**config.mk**
```make
export PLATFORM = sky130hd
export DESIGN_NAME = ccrd_decode
export DESIGN_NICKNAME = d
export VERILOG_FILES = /design/src/ccrd_pkg.sv /design/src/ccrd_decode.sv
export VERILOG_INCLUDE_DIRS = /design/src
export SDC_FILE = /design/constraint.sdc
export NUM_CORES = 1
export LEC_CHECK = 0
export ABC_AREA = 1
export BUFFER_PORTS_ARGS = -buffer_cell sky130_fd_sc_hd__clkbuf_2
export CELL_PAD_IN_SITES_DETAIL_PLACEMENT = 0
export CELL_PAD_IN_SITES_GLOBAL_PLACEMENT = 1
export CORE_MARGIN = 1.5
export CORE_UTILIZATION = 35
export CTS_BUF_LIST = sky130_fd_sc_hd__clkbuf_4 sky130_fd_sc_hd__clkbuf_8
export CTS_CLUSTER_DIAMETER = 120
export DETAILED_ROUTE_END_ITERATION = 12
export PLACE_DENSITY_LB_ADDON = 0.25
export SETUP_SLACK_MARGIN = 0.4
export SLEW_MARGIN = 10
export SYNTH_ARGS = -nofsm -noshare
export SYNTH_HDL_FRONTEND = slang
export SYNTH_SLANG_ARGS = --single-unit
```
**constraint.sdc**
```tcl
create_clock -name clk_sys -period 3.4 [get_ports clk_sys]
set_clock_uncertainty 0.1 [all_clocks]
set_input_delay 0 -clock clk_sys [delete_from_list [all_inputs] [get_ports clk_sys]]
set_output_delay 0 -clock clk_sys [all_outputs]
set_load 0.02 [all_outputs]
```
**src/ccrd_regs.svh**
```systemverilog
// offsets, field positions, reset values and mapping constants
`ifndef CCRD_REGS_SVH
`define CCRD_REGS_SVH

// attribute-space register offsets (byte addresses, even only)
`define CCRD_COR_OFS        11'h200
`define CCRD_CCSR_OFS       11'h202
`define CCRD_PRR_OFS        11'h204

// config option register fields and reset value
`define CCRD_COR_SOFT_RST   7
`define CCRD_COR_IRQ_LVL    6
`define CCRD_COR_IDX_MSB    5
`define CCRD_COR_RST        8'h00
`define CCRD_COR_SOFT_ONLY  8'h80

// configuration index encodings
`define CCRD_IDX_MEMORY     6'h00
`define CCRD_IDX_CONTIG     6'h01
`define CCRD_IDX_PRIMARY    6'h02
`define CCRD_IDX_SECONDARY  6'h03

// task file windows
`define CCRD_MEM_MIRROR     11'h400
`define CCRD_PRI_TF         10'h1F0
`define CCRD_PRI_ALT        10'h3F6
`define CCRD_SEC_TF         10'h170
`define CCRD_SEC_ALT        10'h376
`define CCRD_ALT_BASE_IDX   4'hE

// idle card bus: every strobe and enable high, address and data zero
`define CCRD_PINS_IDLE      32'hF800_0000
`define CCRD_DATA_ZERO      16'h0000

`endif

```
**src/ccrd_pkg.sv**
```systemverilog
// types shared by the card configuration decode block
`default_nettype none

package ccrd_pkg;

    // one sample of the card bus pins, strobes active low
    typedef struct packed {
        logic        high_byte_enable_n; // odd byte lane enable
        logic        low_byte_enable_n;  // even byte lane enable
        logic        reg_sel_n;          // attribute space select
        logic        out_en_n;           // read strobe
        logic        wr_en_n;            // write strobe
        logic [10:0] addr;               // byte address
        logic [15:0] data;               // write data from host
    } ccrd_pins_t;

    // what a bus sample selects
    typedef enum logic [3:0] {
        ACC_NONE,      // standby or nothing decoded
        ACC_COR,       // config option register
        ACC_CCSR,      // config and status register
        ACC_PRR,       // pin replacement register
        ACC_INFO,      // card information structure
        ACC_RESV,      // reserved attribute location
        ACC_INVALID,   // invalid attribute access
        ACC_CM_LO,     // common memory, even byte
        ACC_CM_HI,     // common memory, odd byte
        ACC_CM_WORD    // common memory, 16-bit word
    } ccrd_acc_t;

    // mapping mode chosen by the configuration index
    typedef enum logic [2:0] {
        MAP_MEMORY,
        MAP_CONTIG,
        MAP_PRIMARY,
        MAP_SECONDARY,
        MAP_UNDEF
    } ccrd_map_t;

endpackage : ccrd_pkg

`default_nettype wire

```
**src/ccrd_decode.sv**
```systemverilog
// card configuration register bank with attribute and common decode
//
// How it works
// - config registers sit at attribute base 200h
// - offset 200h reads and writes option register
// - offset 202h selects config and status register
// - offset 204h selects pin replacement register
// - both enables high means standby, nothing decoded
// - even enable alone: common byte on low lanes
// - odd enable alone: common byte on high lanes
// - both enables, A0 low: common 16-bit word
// - writes to information structure are invalid, ignored
// - odd attribute address or odd enable alone: invalid
// - soft reset bit holds card in reset
// - soft reset bit cleared by hardware reset
// - bit 6 selects level or pulse interrupts
// - six-bit index picks mode; 1 is contiguous
// - index 0: memory map, task file mirrored
// - index 2: primary I/O task file map
// - index 3: secondary I/O task file map
// - option register all eight bits, reset zero
// - status registers return the user-side bytes in every mode
`default_nettype none
`include "ccrd_regs.svh"

module ccrd_decode (
    input  wire logic                    clk_sys,           // 10 MHz clock
    input  wire logic                    rst_b,             // hw reset, low
    input  wire logic                    high_byte_enable_n,// odd lane en
    input  wire logic                    low_byte_enable_n, // even lane en
    input  wire logic                    reg_sel_n,         // attribute sel
    input  wire logic                    out_en_n,          // read strobe
    input  wire logic                    wr_en_n,           // write strobe
    input  wire logic [10:0]             addr,              // bus address
    input  wire logic [15:0]             data_in,           // bus data in
    output logic      [15:0]             data_out,          // bus data out
    output logic      [1:0]              data_oe,           // lane enables
    input  wire logic [7:0]              info_rdata,        // info byte
    input  wire logic [7:0]              ccsr_rdata,        // status byte
    input  wire logic [7:0]              prr_rdata,         // pin repl byte
    input  wire logic [15:0]             cm_rdata,          // common data
    output logic                         ccsr_wr,           // status write
    output logic                         prr_wr,            // pin repl wr
    output logic      [7:0]              cfg_wdata,         // reg wr byte
    output logic                         cm_rd,             // common read
    output logic                         cm_wr,             // common write
    output logic      [1:0]              cm_lanes,          // lanes in use
    output logic      [10:0]             cm_addr,           // common addr
    output logic      [15:0]             cm_wdata,          // common wdata
    output logic                         invalid_access,    // bad access
    output logic                         card_reset,        // soft reset
    output logic                         irq_level_mode,    // 1 = level
    output logic      [5:0]              config_index,      // mode index
    output ccrd_pkg::ccrd_map_t          map_mode,          // mapping mode
    output logic                         tf_hit,            // task file hit
    output logic      [3:0]              tf_index           // task file reg
);
    import ccrd_pkg::*;

    // decode one bus sample into the space it selects
    function automatic ccrd_acc_t acc_decode(input ccrd_pins_t b);
        ccrd_acc_t a;
        a = ACC_NONE;
        if (b.high_byte_enable_n && b.low_byte_enable_n) begin
            a = ACC_NONE;
        end else if (!b.reg_sel_n) begin
            // attribute space: even bytes under the low enable only
            if (b.low_byte_enable_n || b.addr[0]) begin
                a = ACC_INVALID;
            end else if (b.addr == `CCRD_COR_OFS) begin
                a = ACC_COR;
            end else if (b.addr == `CCRD_CCSR_OFS) begin
                a = ACC_CCSR;
            end else if (b.addr == `CCRD_PRR_OFS) begin
                a = ACC_PRR;
            end else if (!b.addr[10] && !b.addr[9]) begin
                // the structure is read only
                a = b.wr_en_n ? ACC_INFO : ACC_INVALID;
            end else begin
                a = ACC_RESV;
            end
        end else if (b.high_byte_enable_n) begin
            a = ACC_CM_LO;
        end else if (b.low_byte_enable_n) begin
            a = ACC_CM_HI;
        end else if (!b.addr[0]) begin
            a = ACC_CM_WORD;
        end
        return a;
    endfunction : acc_decode

    // lanes driven for a common memory access
    function automatic logic [1:0] cm_lane_mask(input ccrd_acc_t a);
        logic [1:0] m;
        m = 2'h0;
        if (a == ACC_CM_LO) begin
            m = 2'h1;
        end else if (a == ACC_CM_HI) begin
            m = 2'h2;
        end else if (a == ACC_CM_WORD) begin
            m = 2'h3;
        end
        return m;
    endfunction : cm_lane_mask

    ccrd_pins_t pins_now;    // raw pins, asynchronous to clk_sys
    ccrd_pins_t sync1_r;     // first synchroniser stage
    ccrd_pins_t bus_r;       // second stage, safe to decode
    ccrd_pins_t cap_r;       // bus held while write strobe low
    logic       wr_prev_r;   // last synced write strobe
    logic       rd_prev_r;   // last synced read active
    logic [7:0] cor_r;       // config option register
    logic [7:0] cor_nxt;     // its next value on a write
    logic [15:0] rdata_r;    // read data driven to lanes
    logic [1:0] oe_r;        // lane drive enables
    logic       ccsr_wr_r;   // status write pulse
    logic       prr_wr_r;    // pin replacement write pulse
    logic [7:0] cfg_wdata_r; // byte written to a register
    logic       cm_wr_r;     // common write pulse
    logic [1:0] lanes_r;     // common lanes of last access
    logic [10:0] cm_addr_r;  // common address
    logic [15:0] cm_wdata_r; // common write data
    logic       invalid_r;   // invalid access pulse
    logic       tf_hit_r;    // task file decode hit
    logic [3:0] tf_index_r;  // task file register index

    // decode wires
    ccrd_acc_t  live_acc;    // access of the current bus sample
    ccrd_acc_t  wr_acc;      // access of the captured write
    logic       rd_act;      // read strobe alone is active
    logic       commit;      // write strobe released this cycle
    logic [15:0] rd_sel;     // read data chosen from live access
    logic [1:0] rd_lanes;    // lanes that read drives
    logic       tf_match;    // address in the current task file
    logic [3:0] tf_sel;      // task file register index chosen
    logic [9:0] io_a;        // low ten address bits for I/O maps

    assign pins_now = '{high_byte_enable_n, low_byte_enable_n, reg_sel_n,
                        out_en_n, wr_en_n, addr, data_in};

    assign live_acc = acc_decode(bus_r);
    assign wr_acc   = acc_decode(cap_r);
    assign rd_act   = !bus_r.out_en_n && bus_r.wr_en_n;
    // release edge gives one commit per write cycle
    assign commit   = bus_r.wr_en_n && !wr_prev_r;

    // bring every pin through two flops before decoding
    always_ff @(posedge clk_sys or negedge rst_b) begin
        if (!rst_b) begin
            sync1_r <= ccrd_pins_t'(`CCRD_PINS_IDLE);
            bus_r   <= ccrd_pins_t'(`CCRD_PINS_IDLE);
        end else begin
            sync1_r <= pins_now;
            bus_r   <= sync1_r;
        end
    end

    // hold address and data while the write strobe is low, so a host
    // that moves the address right after release still writes correctly
    always_ff @(posedge clk_sys or negedge rst_b) begin
        if (!rst_b) begin
            cap_r     <= ccrd_pins_t'(`CCRD_PINS_IDLE);
            wr_prev_r <= 1'b1;
            rd_prev_r <= 1'b0;
        end else begin
            if (!bus_r.wr_en_n) begin
                cap_r <= bus_r;
            end
            wr_prev_r <= bus_r.wr_en_n;
            rd_prev_r <= rd_act;
        end
    end

    // option register write: soft reset clears the other fields, and
    // leaving soft reset returns to the unconfigured power-up state
    assign cor_nxt = cor_r[`CCRD_COR_SOFT_RST] ?
                     (cap_r.data[`CCRD_COR_SOFT_RST] ? `CCRD_COR_SOFT_ONLY
                                                     : `CCRD_COR_RST)
                   : (cap_r.data[`CCRD_COR_SOFT_RST] ? `CCRD_COR_SOFT_ONLY
                                                     : cap_r.data[7:0]);

    // config option register, cleared by hardware reset
    always_ff @(posedge clk_sys or negedge rst_b) begin
        if (!rst_b) begin
            cor_r <= `CCRD_COR_RST;
        end else if (commit && wr_acc == ACC_COR) begin
            cor_r <= cor_nxt;
        end
    end

    assign card_reset     = cor_r[`CCRD_COR_SOFT_RST];
    assign irq_level_mode = cor_r[`CCRD_COR_IRQ_LVL];
    assign config_index   = cor_r[`CCRD_COR_IDX_MSB:0];

    // mapping mode from the index; other codes map nothing
    assign map_mode = (config_index == `CCRD_IDX_MEMORY)   ? MAP_MEMORY
                    : (config_index == `CCRD_IDX_CONTIG)   ? MAP_CONTIG
                    : (config_index == `CCRD_IDX_PRIMARY)  ? MAP_PRIMARY
                    : (config_index == `CCRD_IDX_SECONDARY)? MAP_SECONDARY
                    : MAP_UNDEF;

    // task file windows; I/O maps look at the address only, the user
    // side qualifies them with its own I/O strobes
    assign io_a = bus_r.addr[9:0];
    assign tf_match =
        (map_mode == MAP_MEMORY &&
         (bus_r.addr[10:4] == 7'h00 ||
          bus_r.addr[10] == 1'(`CCRD_MEM_MIRROR >> 10)))
      || (map_mode == MAP_CONTIG)
      || (map_mode == MAP_PRIMARY &&
          (io_a[9:3] == 7'(`CCRD_PRI_TF >> 3) ||
           io_a[9:1] == 9'(`CCRD_PRI_ALT >> 1)))
      || (map_mode == MAP_SECONDARY &&
          (io_a[9:3] == 7'(`CCRD_SEC_TF >> 3) ||
           io_a[9:1] == 9'(`CCRD_SEC_ALT >> 1)));
    assign tf_sel =
        ((map_mode == MAP_PRIMARY && io_a[9:1] == 9'(`CCRD_PRI_ALT >> 1)) ||
         (map_mode == MAP_SECONDARY && io_a[9:1] == 9'(`CCRD_SEC_ALT >> 1)))
        ? (`CCRD_ALT_BASE_IDX | {3'h0, io_a[0]})
        : ((map_mode == MAP_PRIMARY || map_mode == MAP_SECONDARY)
           ? {1'b0, io_a[2:0]} : bus_r.addr[3:0]);

    // task file hit only while a card enable is low
    always_ff @(posedge clk_sys or negedge rst_b) begin
        if (!rst_b) begin
            tf_hit_r   <= 1'b0;
            tf_index_r <= 4'h0;
        end else begin
            tf_hit_r   <= tf_match && live_acc != ACC_NONE &&
                          bus_r.reg_sel_n;
            tf_index_r <= tf_sel;
        end
    end

    // read data by access; status registers return the user-side bytes in every mode
    assign rd_sel = (live_acc == ACC_COR)  ? {8'h00, cor_r}
                  : (live_acc == ACC_CCSR) ? {8'h00, ccsr_rdata}
                  : (live_acc == ACC_PRR)  ? {8'h00, prr_rdata}
                  : (live_acc == ACC_INFO) ? {8'h00, info_rdata}
                  : (live_acc == ACC_RESV) ? `CCRD_DATA_ZERO
                  : cm_rdata;
    // attribute reads drive the even byte; invalid reads drive nothing
    assign rd_lanes = (live_acc == ACC_COR || live_acc == ACC_CCSR ||
                       live_acc == ACC_PRR || live_acc == ACC_INFO ||
                       live_acc == ACC_RESV) ? 2'h1
                    : cm_lane_mask(live_acc);

    // read path, registered so the lanes never glitch
    always_ff @(posedge clk_sys or negedge rst_b) begin
        if (!rst_b) begin
            rdata_r <= `CCRD_DATA_ZERO;
            oe_r    <= 2'h0;
        end else if (rd_act) begin
            rdata_r <= rd_sel;
            oe_r    <= rd_lanes;
        end else begin
            oe_r    <= 2'h0;
        end
    end

    // write side pulses, one cycle after the strobe release is seen
    always_ff @(posedge clk_sys or negedge rst_b) begin
        if (!rst_b) begin
            ccsr_wr_r   <= 1'b0;
            prr_wr_r    <= 1'b0;
            cfg_wdata_r <= 8'h00;
            cm_wr_r     <= 1'b0;
            cm_wdata_r  <= `CCRD_DATA_ZERO;
        end else begin
            ccsr_wr_r <= commit && wr_acc == ACC_CCSR;
            prr_wr_r  <= commit && wr_acc == ACC_PRR;
            cm_wr_r   <= commit && cm_lane_mask(wr_acc) != 2'h0;
            if (commit) begin
                cfg_wdata_r <= cap_r.data[7:0];
                cm_wdata_r  <= cap_r.data;
            end
        end
    end

    // common memory lanes and address follow the current access
    always_ff @(posedge clk_sys or negedge rst_b) begin
        if (!rst_b) begin
            lanes_r   <= 2'h0;
            cm_addr_r <= 11'h000;
        end else if (commit) begin
            lanes_r   <= cm_lane_mask(wr_acc);
            cm_addr_r <= cap_r.addr;
        end else if (rd_act) begin
            lanes_r   <= cm_lane_mask(live_acc);
            cm_addr_r <= bus_r.addr;
        end
    end

    // invalid access flagged at read start or write release; the
    // write itself changes nothing
    always_ff @(posedge clk_sys or negedge rst_b) begin
        if (!rst_b) begin
            invalid_r <= 1'b0;
        end else begin
            invalid_r <= (commit && wr_acc == ACC_INVALID) ||
                         (rd_act && !rd_prev_r &&
                          live_acc == ACC_INVALID);
        end
    end

    assign data_out       = rdata_r;
    assign data_oe        = oe_r;
    assign ccsr_wr        = ccsr_wr_r;
    assign prr_wr         = prr_wr_r;
    assign cfg_wdata      = cfg_wdata_r;
    assign cm_rd          = rd_act && cm_lane_mask(live_acc) != 2'h0;
    assign cm_wr          = cm_wr_r;
    assign cm_lanes       = lanes_r;
    assign cm_addr        = cm_addr_r;
    assign cm_wdata       = cm_wdata_r;
    assign invalid_access = invalid_r;
    assign tf_hit         = tf_hit_r;
    assign tf_index       = tf_index_r;
endmodule : ccrd_decode

`default_nettype wire

```
==> results.py, run 1 <==
metrics = {
    "route": {
        "route.detailed.wl_per_inst_um": 13.98,
        "routed_via_density": 4.534,
        "totalWireLength_um": 15640,
        "routed-via-count": 5073,
        "detail_route.first_pass.iterations": 5,
        "remaining_drcs": 0,
        "antenna_violating_nets_post_route": 0,
        "first_drt_iteration_drcs": 254,
    },
    "logic_synthesis": {
        "largest_family_of_logic_cells_by_synthesized_area": "simple AND/OR/NAND/NOR gates",
        "yosysWarningCount": 0,
        "synth_sequential_area_ratio_pct": 63.31,
        "synth.mux.area_fraction_pct": 0,
        "total_of_flip_flops_plus_latches_after_synthesis": 161,
        "number_of_distinct_library_cells_after_synthesis": 35,
        "postSynthNetCount": 741,
        "yosysTopAreaCell": "dfrtp_1",
        "synth-compound-area-share_pct": 8.826,
        "syn-cell-area_um2": 6394,
        "synth_simple_gate_area_share_pct": 20.39,
        "synthesized_instance_count": 667,
        "yosys_top_cell_area_share_pct": 57.14,
        "synth_fa_ha_area_share_pct": 0,
        "synth_area_leaders": "dfrtp_1, nand2_1, dfstp_2, inv_1, o21ai_0",
        "syn_area_per_cell_um2": 9.586,
        "synth-xor-area-share_pct": 0,
    },
    "hold_path": {
        "path_type_of_the_worst_min_delay_path": "input port to async pin",
    },
    "critical_path": {
        "critPathLaunchType": "flip-flop",
        "cp_data_required_time_ns": 3.63,
        "cp-end-kind": "flip-flop",
        "timing.critical_path.cells": "inv_2, nand2_1, nor2_4, nand3_1, nand2_4, buf_4, nand2_4, nand2_1, nand3_1, nand2_1, nand2_1, dlygate4sd3_1, nand2_1, nand2_1",
        "critPathMaxFanout": 9,
        "crit_path_frequent_cell": "nand2_1",
        "timing.critical_path.from": "bus_r[16]",
        "critPathMaxStageDelay_ns": 0.56,
        "buffering_stage_count_on_the_worst_path_with_inverters_included": 3,
        "reg2reg_slack_ns": 0.68,
        "regToRegStartpoint": "bus_r[16]",
        "critical-path-top-delay-family": "simple AND/OR/NAND/NOR gates",
        "arrival_ns": 2.96,
        "path_class": "flip-flop to flip-flop",
        "crit_slowest_cell": "dlygate4sd3_1",
    },
    "timing": {
        "report.final.hold_viol_count": 0,
        "drv_slew": 0,
        "post-route-min-period_ns": 2.723,
        "final.setup.worst_slack_ns": 0.6773,
        "slew_headroom_pct": 35.66,
        "finalSetupTns_ns": 0,
        "max_freq_mhz": 367.3,
        "setup_viol_count_final": 0,
        "setup_repair_after_global_routing_missed_its_margin": "false",
        "post-route-period-util_pct": 80.08,
        "max_slew.worst_pin.slew_ns": 0.9641,
    },
    "cts": {
        "tritoncts_num_sinks": 161,
        "worst_setup_hold_path_clk_slew_ns": 0.09,
        "total_cts_buffers": 17,
        "max-clock-path-buffers": 2,
        "clk-insertion-delay-late_ns": 0.44,
        "cts_root_buffer": "clkbuf_8",
        "number_of_h_tree_levels": 4,
        "tritoncts": "yes",
    },
    "power": {
        "netSwitchingPower_mw": 1.431,
        "p_per_area_nw_per_um2": 538.0,
        "peakVddDrop_uv": 290.6,
        "power.share.clock_pct": 31.9,
        "static-leakage-power_nw": 4.358,
        "p_int_mw": 3.107,
        "pwr-share-comb_pct": 19.2,
        "fin_total_pwr_mw": 4.538,
        "pwr-share-seq_pct": 49.0,
        "power.share.switching_pct": 31.54,
    },
    "cells_and_area": {
        "layout-drive-gt1-share_pct": 27.19,
        "antenna_cells": 0,
        "nets_finish": 951,
        "layout.cells.most_common_list": "nand2_1, clkbuf_2, dfrtp_1",
        "stdcell_area_um2": 8434,
        "area_growth_pct": 31.92,
        "leading_cell_type_in_the_layout_fill_and_taps_excluded": "nand2_1",
    },
    "global_routing": {
        "first_pass_grt_wire_length_um": 26140,
        "number_of_global_route_vias_before_repair": 4993,
        "antenna_found_initial": 0,
        "grt_overflow_total": 0,
        "grt_max_degree": 90,
        "gr-usage-all-layers_pct": 17.11,
    },
    "run_status": {
        "result_of_the_run": "complete, no violations",
    },
    "job": {
        "cap_violations": 0,
    },
    "placement": {
        "globalplace.congestion": 0.8492,
        "pre_cts_ws_ns": 0.9753,
        "dpl_cell_area_um2": 7308,
        "buffer_ports.inserted": 149,
        "post-dp-hpwl_um": 10870,
    },
    "floorplan": {
        "floorplan.rows": 49,
        "initial_utilization_pct": 35.59,
        "die-width_um": 138.2,
        "ioPinCount": 150,
        "dieHeight_um": 138.2,
        "dieArea_um2": 19090,
        "fp.coreArea_um2": 17960,
    },
}
## power by group through the flow
stage	Combinational [mW]	Clock, mW	Sequential (mW)
6_report	0.869	1.45	2.22
3_3_place_gp	0.792	0	2.26
3_5_place_dp	0.799	0	2.26
2_1_floorplan	0.363	0	2.37
5_1_grt	0.969	1.60	2.25
4_1_cts	0.866	1.50	2.23
## cells in the mapped netlist
library cell  number
o21ai_1            7
nor2_2             2
dfrtp_1          146
dfstp_2           15
a31oi_1            8
nor2_4             3
nand3_2            3
nor2_1            32
o21ai_0           54
nand2_4            5
o2111ai_1          1
clkbuf_1          17
nand4_1           11
o41ai_1            1
a211oi_1           1
nand3_1           39
and2_1             1
nor4_1             1
buf_6              2
o211ai_1           3
buf_2              4
o311ai_0           1
nand2_1          176
inv_1             74
o22ai_1            7
nor3_1            10
or2_2              1
inv_2              8
nor2_8             1
buf_4              8
a21oi_4            1
nand2_2            6
a21oi_1           15
a21oi_2            2
clkinv_1           1
## area by class of cell
cell class | count | area, um2
clock inverter | 14 | 168.9
clock buffer | 18 | 247.7
fill | 1732 | 9529
sequential | 161 | 4049
inverter | 83 | 311.5
tap | 229 | 286.5
multi-input combinational | 392 | 1903
timing repair buffer | 222 | 1468
## layer usage
layer  routed length, um  track usage (%)  vias to the layer above
met2                7074            25.63                      147
li1                    -                -                     2545
met1                7670            24.67                     2379
met4                  53            4.044                        0
met3                 841            4.849                        2
met5                   0                0                        -
## kinds of logic after synthesis
logic type / after synthesis
compound gates: 101
buf+inv: 114
flops: 161
simple gates: 291
## metrics by stage
step	std cells	hold slack [ns]	util, %
3_3_place_gp	1018	-0.009272	40.68
2_1_floorplan	667	-0.3956	-
6_report	1119	0.06380	46.95
5_1_grt	1119	0.05478	46.95
3_5_place_dp	1018	-0.01081	40.68
4_1_cts	1112	0.04453	46.46
## state kept, by name (all words and copies together), names as in the netlist
register and flops:
ccsr_wr 1, wr_prev_r 1, cap_r 31, sync1_r 32, prr_wr 1, invalid_access 1, bus_r 32, data_out 16
cm_addr 11, tf_index 4, rd_prev_r 1, cm_wdata 9, data_oe 2, cfg_wdata 7, cm_wr 1, cm_lanes 2
cor_r 8, tf_hit 1
## repair_timing
item,in CTS,in global routing
hold endpoints to repair,136,0
hold buffers,62,0
setup buffers,0,7
endpoints found under the setup margin,0,6
resized for setup,0,7
## path summary, 6_finish.rpt
check	endpoint	cells past startpoint
worst min-delay path	data_out[8]	2
worst max-delay path	data_out[6]	14
max in group asynchronous	bus_r[29]	3
worst max register to register	data_out[6]	14
min in group clk_sys	sync1_r[27]	2
worst min register to register	bus_r[24]	0
(Power assumes the default switching activity.)
==> run 2: changes to the inputs <==
==> constraint.sdc (replaced) <==
create_clock -name clk_sys -period 2.4 [get_ports clk_sys]
set_clock_uncertainty 0.1 [all_clocks]
set_input_delay 0 -clock clk_sys [delete_from_list [all_inputs] [get_ports clk_sys]]
set_output_delay 0 -clock clk_sys [all_outputs]
set_load 0.02 [all_outputs]
==> results.py, run 2 (synthesis results as in run 1) <==
metrics = {
    "timing": {
        "max_freq_mhz": 503.4,
        "setup_repair_after_global_routing_missed_its_margin": "true",
        "setup_viol_count_final": 0,
        "report.final.hold_viol_count": 0,
        "post-route-period-util_pct": 82.76,
        "post-route-min-period_ns": 1.986,
        "max_slew.worst_pin.slew_ns": 0.6942,
        "slew_headroom_pct": 53.72,
        "finalSetupTns_ns": 0,
        "drv_slew": 0,
    },
    "route": {
        "remaining_drcs": 0,
        "totalWireLength_um": 16880,
        "antenna_violating_nets_post_route": 0,
        "routed-via-count": 5259,
        "routed_via_density": 4.577,
        "route.detailed.wl_per_inst_um": 14.69,
        "detail_route.first_pass.iterations": 4,
        "first_drt_iteration_drcs": 272,
    },
    "critical_path": {
        "crit_slowest_cell": "dfrtp_1",
        "timing.critical_path.cells": "nor2_2, nand2_2, nor2_4, nand2_2, nand2_4, nand2_4, nand2_4, nand2_8, nor2_4, buf_4, a21oi_1, nand2_1, nand2_1",
        "cp-end-kind": "flip-flop",
        "critPathMaxStageDelay_ns": 0.42,
        "path_class": "flip-flop to flip-flop",
        "critPathMaxFanout": 4,
        "critPathLaunchType": "flip-flop",
        "crit_path_frequent_cell": "nand2_4",
        "arrival_ns": 2.26,
        "cp_data_required_time_ns": 2.67,
    },
    "global_routing": {
        "grt_overflow_total": 0,
        "grt_max_degree": 72,
        "antenna_found_initial": 0,
        "number_of_global_route_vias_before_repair": 5338,
        "first_pass_grt_wire_length_um": 27990,
        "gr-usage-all-layers_pct": 18.45,
    },
    "placement": {
        "post-dp-hpwl_um": 11520,
        "placedCellCount": 1025,
        "buffer_ports.inserted": 149,
        "dpl_cell_area_um2": 7361,
        "globalplace.congestion": 0.8268,
    },
    "power": {
        "p_int_mw": 4.264,
        "peakVddDrop_uv": 482.0,
        "netSwitchingPower_mw": 2.223,
        "static-leakage-power_nw": 4.526,
        "power.share.switching_pct": 34.27,
        "p_per_area_nw_per_um2": 731.3,
        "pwr-share-seq_pct": 48.5,
        "pwr-share-comb_pct": 20.5,
        "power.share.clock_pct": 31.0,
    },
    "job": {
        "cap_violations": 0,
    },
    "floorplan": {
        "floorplan.rows": 49,
        "fp.coreArea_um2": 17960,
        "dieArea_um2": 19090,
        "ioPinCount": 150,
        "dieHeight_um": 138.2,
        "die-width_um": 138.2,
        "initial_utilization_pct": 35.59,
    },
    "cts": {
        "tritoncts_num_sinks": 161,
        "worst_setup_hold_path_clk_slew_ns": 0.10,
        "cts_root_buffer": "clkbuf_8",
        "total_cts_buffers": 17,
        "max-clock-path-buffers": 2,
        "clk-insertion-delay-late_ns": 0.46,
        "number_of_h_tree_levels": 4,
        "tritoncts": "yes",
    },
    "hold_path": {
        "path_type_of_the_worst_min_delay_path": "input port to async pin",
    },
    "cells_and_area": {
        "final.fill_count": 1689,
        "sequential_cell_area_um2": 4048,
        "top_regs": "bus_r: 32 flops, sync1_r: 32 flops, cap_r: 31 flops",
        "nets_finish": 981,
        "final_cells": 1149,
        "leading_cell_type_in_the_layout_fill_and_taps_excluded": "nand2_1",
        "area_occupied_by_multi_input_gates_um2": 2036,
        "area_growth_pct": 38.75,
        "layout-drive-gt1-share_pct": 30.76,
        "layout.cells.most_common_list": "nand2_1, clkbuf_2, dfrtp_1",
        "stdcell_area_um2": 8871,
        "antenna_cells": 0,
    },
    "run_status": {
        "result_of_the_run": "complete, no violations",
    },
}
-- run 2: cell types whose count changed in the layout (fill, tap and decap cells not counted), sizes merged --
cell | before | now
bufinv | 2 | 0
clkbuf | 166 | 165
buf | 12 | 29
clkinvlp | 1 | 2
clkinv | 5 | 8
nor2 | 38 | 39
dlygate4sd3 | 62 | 73
-- run 2: worst max-delay path: cells and delay by family (launching register included) --
kind,cells,cell delay [ns]
AOI/OAI and AO/OA,1,0.08
buffers and inverters,1,0.15
and+or+nand+nor,11,1.12
DFF,1,0.42
-- run 2: worst paths after layout --
check                            from            to  slack (ns)  depth (start not counted)
min in group clk_sys          wr_en_n   sync1_r[27]        0.06                          2
max                         bus_r[20]   data_out[3]        0.41                         13
max in group asynchronous       rst_b     wr_prev_r        1.43                          3
min                             rst_b  data_out[13]       0.009                          2
min reg2reg                sync1_r[6]      bus_r[6]        0.25                          0
max reg2reg                 bus_r[20]   data_out[3]        0.41                         13
-- run 2: layer usage --
metal  track usage [%]  up-vias  share of wire (%)
met1             25.60     2485                 48
met2             28.99      150                 45
met5                 0        -                  0
met4             5.651        0                1.4
met3             4.157       15                4.9
li1                  -     2609                  -
-- run 2: power by group through the flow --
| stage | Sequential [mW] | Combinational [mW] | Clock (mW) |
|---|---|---|---|
| 3_3_place_gp | 3.19 | 1.15 | 0 |
| 3_5_place_dp | 3.20 | 1.15 | 0 |
| 4_1_cts | 3.15 | 1.30 | 2.08 |
| 5_1_grt | 3.19 | 1.46 | 2.20 |
| 2_1_floorplan | 3.35 | 0.514 | 0 |
| 6_report | 3.15 | 1.33 | 2.01 |
-- run 2: stage by stage --
stage               hold WS [ns]  power [mW]  setup slack [ns]  utilization, %
finish                  0.008943       6.487            0.4137           49.38
global route             0.02949       6.849            0.2776           49.38
CTS                      0.02171       6.530            0.4048           48.42
detailed placement      -0.03222       4.355            0.1827           40.98
global placement        -0.03951       4.340            0.2696           40.98
floorplan                -0.3956       3.867            0.4549               -
-- run 2: repair_timing --
item                                    in CTS  in global routing
setup buffers                               11                  6
endpoints found under the setup margin      36                 35
gates resized for setup                     14                 31
hold buffers                                73                  0
pin swaps                                    5                 15
hold endpoints to repair                   178                  0
gates cloned                                 2                  0
-- run 2: area by class of cell --
type | count | share of cell area (%)
flip-flops and latches | 161 | 45.63
repair inverters | 1 | 0.08463
clock buffers | 17 | 2.638
inverters | 83 | 3.653
well taps | 229 | 3.230
repair buffers | 250 | 19.77
clock inverters | 15 | 2.045
multi-input cells | 393 | 22.95
==> run 3: changes to the inputs <==
==> constraint.sdc (replaced) <==
create_clock -name clk_sys -period 2 [get_ports clk_sys]
set_clock_uncertainty 0.1 [all_clocks]
set_input_delay 0 -clock clk_sys [delete_from_list [all_inputs] [get_ports clk_sys]]
set_output_delay 0 -clock clk_sys [all_outputs]
set_load 0.02 [all_outputs]
==> results.py, run 3 (synthesis results as in run 1) <==
metrics = {
    "run_status": {
        "result_of_the_run": "complete, no violations",
    },
    "cts": {
        "max-clock-path-buffers": 2,
        "tritoncts": "yes",
        "number_of_h_tree_levels": 4,
        "cts_root_buffer": "clkbuf_8",
        "total_cts_buffers": 17,
        "tritoncts_num_sinks": 161,
        "clk-insertion-delay-late_ns": 0.45,
        "worst_setup_hold_path_clk_slew_ns": 0.09,
    },
    "global_routing": {
        "grt_overflow_total": 0,
        "first_pass_grt_wire_length_um": 29090,
        "number_of_global_route_vias_before_repair": 5528,
        "gr-usage-all-layers_pct": 19.16,
        "grt_max_degree": 58,
        "antenna_found_initial": 0,
    },
    "cells_and_area": {
        "antenna_cells": 0,
        "top_regs": "bus_r: 32 flops, sync1_r: 32 flops, cap_r: 31 flops",
        "final_core_util_pct": 54.05,
        "final.fill_count": 1641,
        "area_growth_pct": 51.86,
        "leading_cell_type_in_the_layout_fill_and_taps_excluded": "nand2_1",
        "layout-drive-gt1-share_pct": 39.75,
        "nets_finish": 1027,
        "layout.cells.most_common_list": "nand2_1, clkbuf_2, dfrtp_1",
        "stdcell_area_um2": 9709,
        "final_cells": 1195,
    },
    "critical_path": {
        "arrival_ns": 2.20,
        "number_of_cells_on_the_critical_path": 13,
        "buffering_stage_count_on_the_worst_path_with_inverters_included": 2,
        "cp_data_required_time_ns": 2.23,
        "critPathCapture": "data_out[0]",
        "regToRegStartpoint": "bus_r[16]",
        "critPathLaunchType": "flip-flop",
        "crit_path_frequent_cell": "nand2_1",
        "path_class": "flip-flop to flip-flop",
        "timing.critical_path.cells": "inv_2, nand2_2, nor2_4, buf_6, nand2_4, nand2_4, nand2_8, nor2_4, o21ai_1, nand2_1, nand2_1, nand2_1, nand2_1",
        "cp-end-kind": "flip-flop",
        "timing.critical_path.from": "bus_r[16]",
        "critPathMaxStageDelay_ns": 0.48,
        "critical-path-top-delay-family": "simple AND/OR/NAND/NOR gates",
        "r2r_cells": 13,
        "regToRegEndpoint": "data_out[0]",
        "critPathMaxFanout": 8,
        "reg2reg_slack_ns": 0.03,
        "crit_slowest_cell": "dfrtp_2",
    },
    "power": {
        "p_int_mw": 5.296,
        "power.share.clock_pct": 28.3,
        "power.share.switching_pct": 33.31,
        "fin_total_pwr_mw": 7.941,
        "p_per_area_nw_per_um2": 817.8,
        "static-leakage-power_nw": 4.867,
        "netSwitchingPower_mw": 2.645,
        "peakVddDrop_uv": 417.5,
        "pwr-share-seq_pct": 47.7,
        "pwr-share-comb_pct": 24.1,
    },
    "placement": {
        "post-dp-hpwl_um": 11640,
        "buffer_ports.inserted": 149,
        "pre_cts_ws_ns": 0.01098,
        "placedCellCount": 1036,
        "globalplace.congestion": 0.8388,
        "dpl_cell_area_um2": 7592,
    },
    "route": {
        "first_drt_iteration_drcs": 265,
        "routed-via-count": 5547,
        "route.detailed.wl_per_inst_um": 15.51,
        "totalWireLength_um": 18530,
        "remaining_drcs": 0,
        "detail_route.first_pass.iterations": 4,
        "antenna_violating_nets_post_route": 0,
        "routed_via_density": 4.642,
    },
    "floorplan": {
        "die-width_um": 138.2,
        "dieHeight_um": 138.2,
        "floorplan.rows": 49,
        "ioPinCount": 150,
        "initial_utilization_pct": 35.59,
        "dieArea_um2": 19090,
        "fp.coreArea_um2": 17960,
    },
    "timing": {
        "max_slew.worst_pin.slew_ns": 0.4980,
        "post-route-period-util_pct": 98.33,
        "max_freq_mhz": 508.5,
        "final.setup.worst_slack_ns": 0.03346,
        "report.final.hold_viol_count": 0,
        "setup_repair_after_global_routing_missed_its_margin": "true",
        "slew_headroom_pct": 66.80,
        "setup_viol_count_final": 0,
        "post-route-min-period_ns": 1.967,
        "drv_slew": 0,
    },
    "job": {
        "cap_violations": 0,
    },
    "hold_path": {
        "path_type_of_the_worst_min_delay_path": "input port to flip-flop",
        "worstHoldPathCells": 2,
    },
}
-- run 3: cell types whose count changed in the layout (fill, tap and decap cells not counted), moves of 5 or more --
| cell | before | now |
|---|---|---|
| nand2_1 | 174 | 157 |
| buf_4 | 22 | 45 |
| buf_6 | 2 | 14 |
| nand3_1 | 32 | 26 |
| nor3_2 | 1 | 7 |
| nand2_2 | 7 | 19 |
| nand3_2 | 9 | 14 |
| buf_12 | 4 | 9 |
| nor2_4 | 8 | 13 |
| nor3_1 | 9 | 3 |
| o21ai_1 | 7 | 21 |
| nor2_1 | 27 | 21 |
| inv_1 | 71 | 66 |
| o21ai_0 | 52 | 37 |
-- run 3: worst min path at each step --
stage	slack, ns	startpoint	end
CTS	0.04	wr_en_n	sync1_r[27]
global placement	-0.10	rst_b	data_out[8]
detailed placement	-0.09	rst_b	data_out[8]
floorplan	-0.40	rst_b	bus_r[0]
global route	0.05	wr_en_n	sync1_r[27]
finish	0.07	wr_en_n	sync1_r[27]
-- run 3: power by group through the flow --
stage	registers [mW]	logic (mW)	clock network (mW)
finish	3.78	1.91	2.25
CTS	3.77	1.80	2.33
global placement	3.82	1.47	0
global route	3.82	2.09	2.45
detailed placement	3.83	1.48	0
floorplan	4.02	0.656	0
-- run 3: final cells by class --
cell class | instances | area, um2 | share of cell area (%)
multi-input combinational | 394 | 2355 | 24.25
timing repair inverter | 2 | 12.51 | 0.1289
timing repair buffer | 294 | 2291 | 23.60
inverter | 83 | 336.6 | 3.466
clock inverter | 13 | 120.1 | 1.237
tap | 229 | 286.5 | 2.951
sequential | 161 | 4053 | 41.74
clock buffer | 19 | 255.2 | 2.629
-- run 3: layer usage --
metal	global-route usage, %	wire, um
met4	6.039	261
met2	30.22	8852
met1	26.45	8499
met5	0	0
met3	4.226	915
-- run 3: what timing repair did --
action	CTS	global route
gates resized for setup	63	71
cloned	6	3
endpoints found under the hold margin	194	0
pin swaps	26	32
setup buffers	28	16
setup endpoints to repair	46	64
hold buffers	74	0
-- run 3: worst reg2reg max path, stage by stage (launching register included) --
cell	delay (ns)
dfrtp_2	0.48
inv_2	0.12
nand2_2	0.09
nor2_4	0.12
buf_6	0.14
nand2_4	0.07
nand2_4	0.08
nand2_8	0.08
nor2_4	0.26
o21ai_1	0.11
nand2_1	0.07
nand2_1	0.05
nand2_1	0.05
nand2_1	0.05
-- run 3: metrics by stage --
stage                     hold WS, ns  setup TNS (ns)
after global placement        -0.1046               0
final                         0.07402               0
after CTS                     0.04190               0
after detailed placement     -0.09060               0
after floorplan               -0.3956               0
after global routing          0.05159         -0.8674
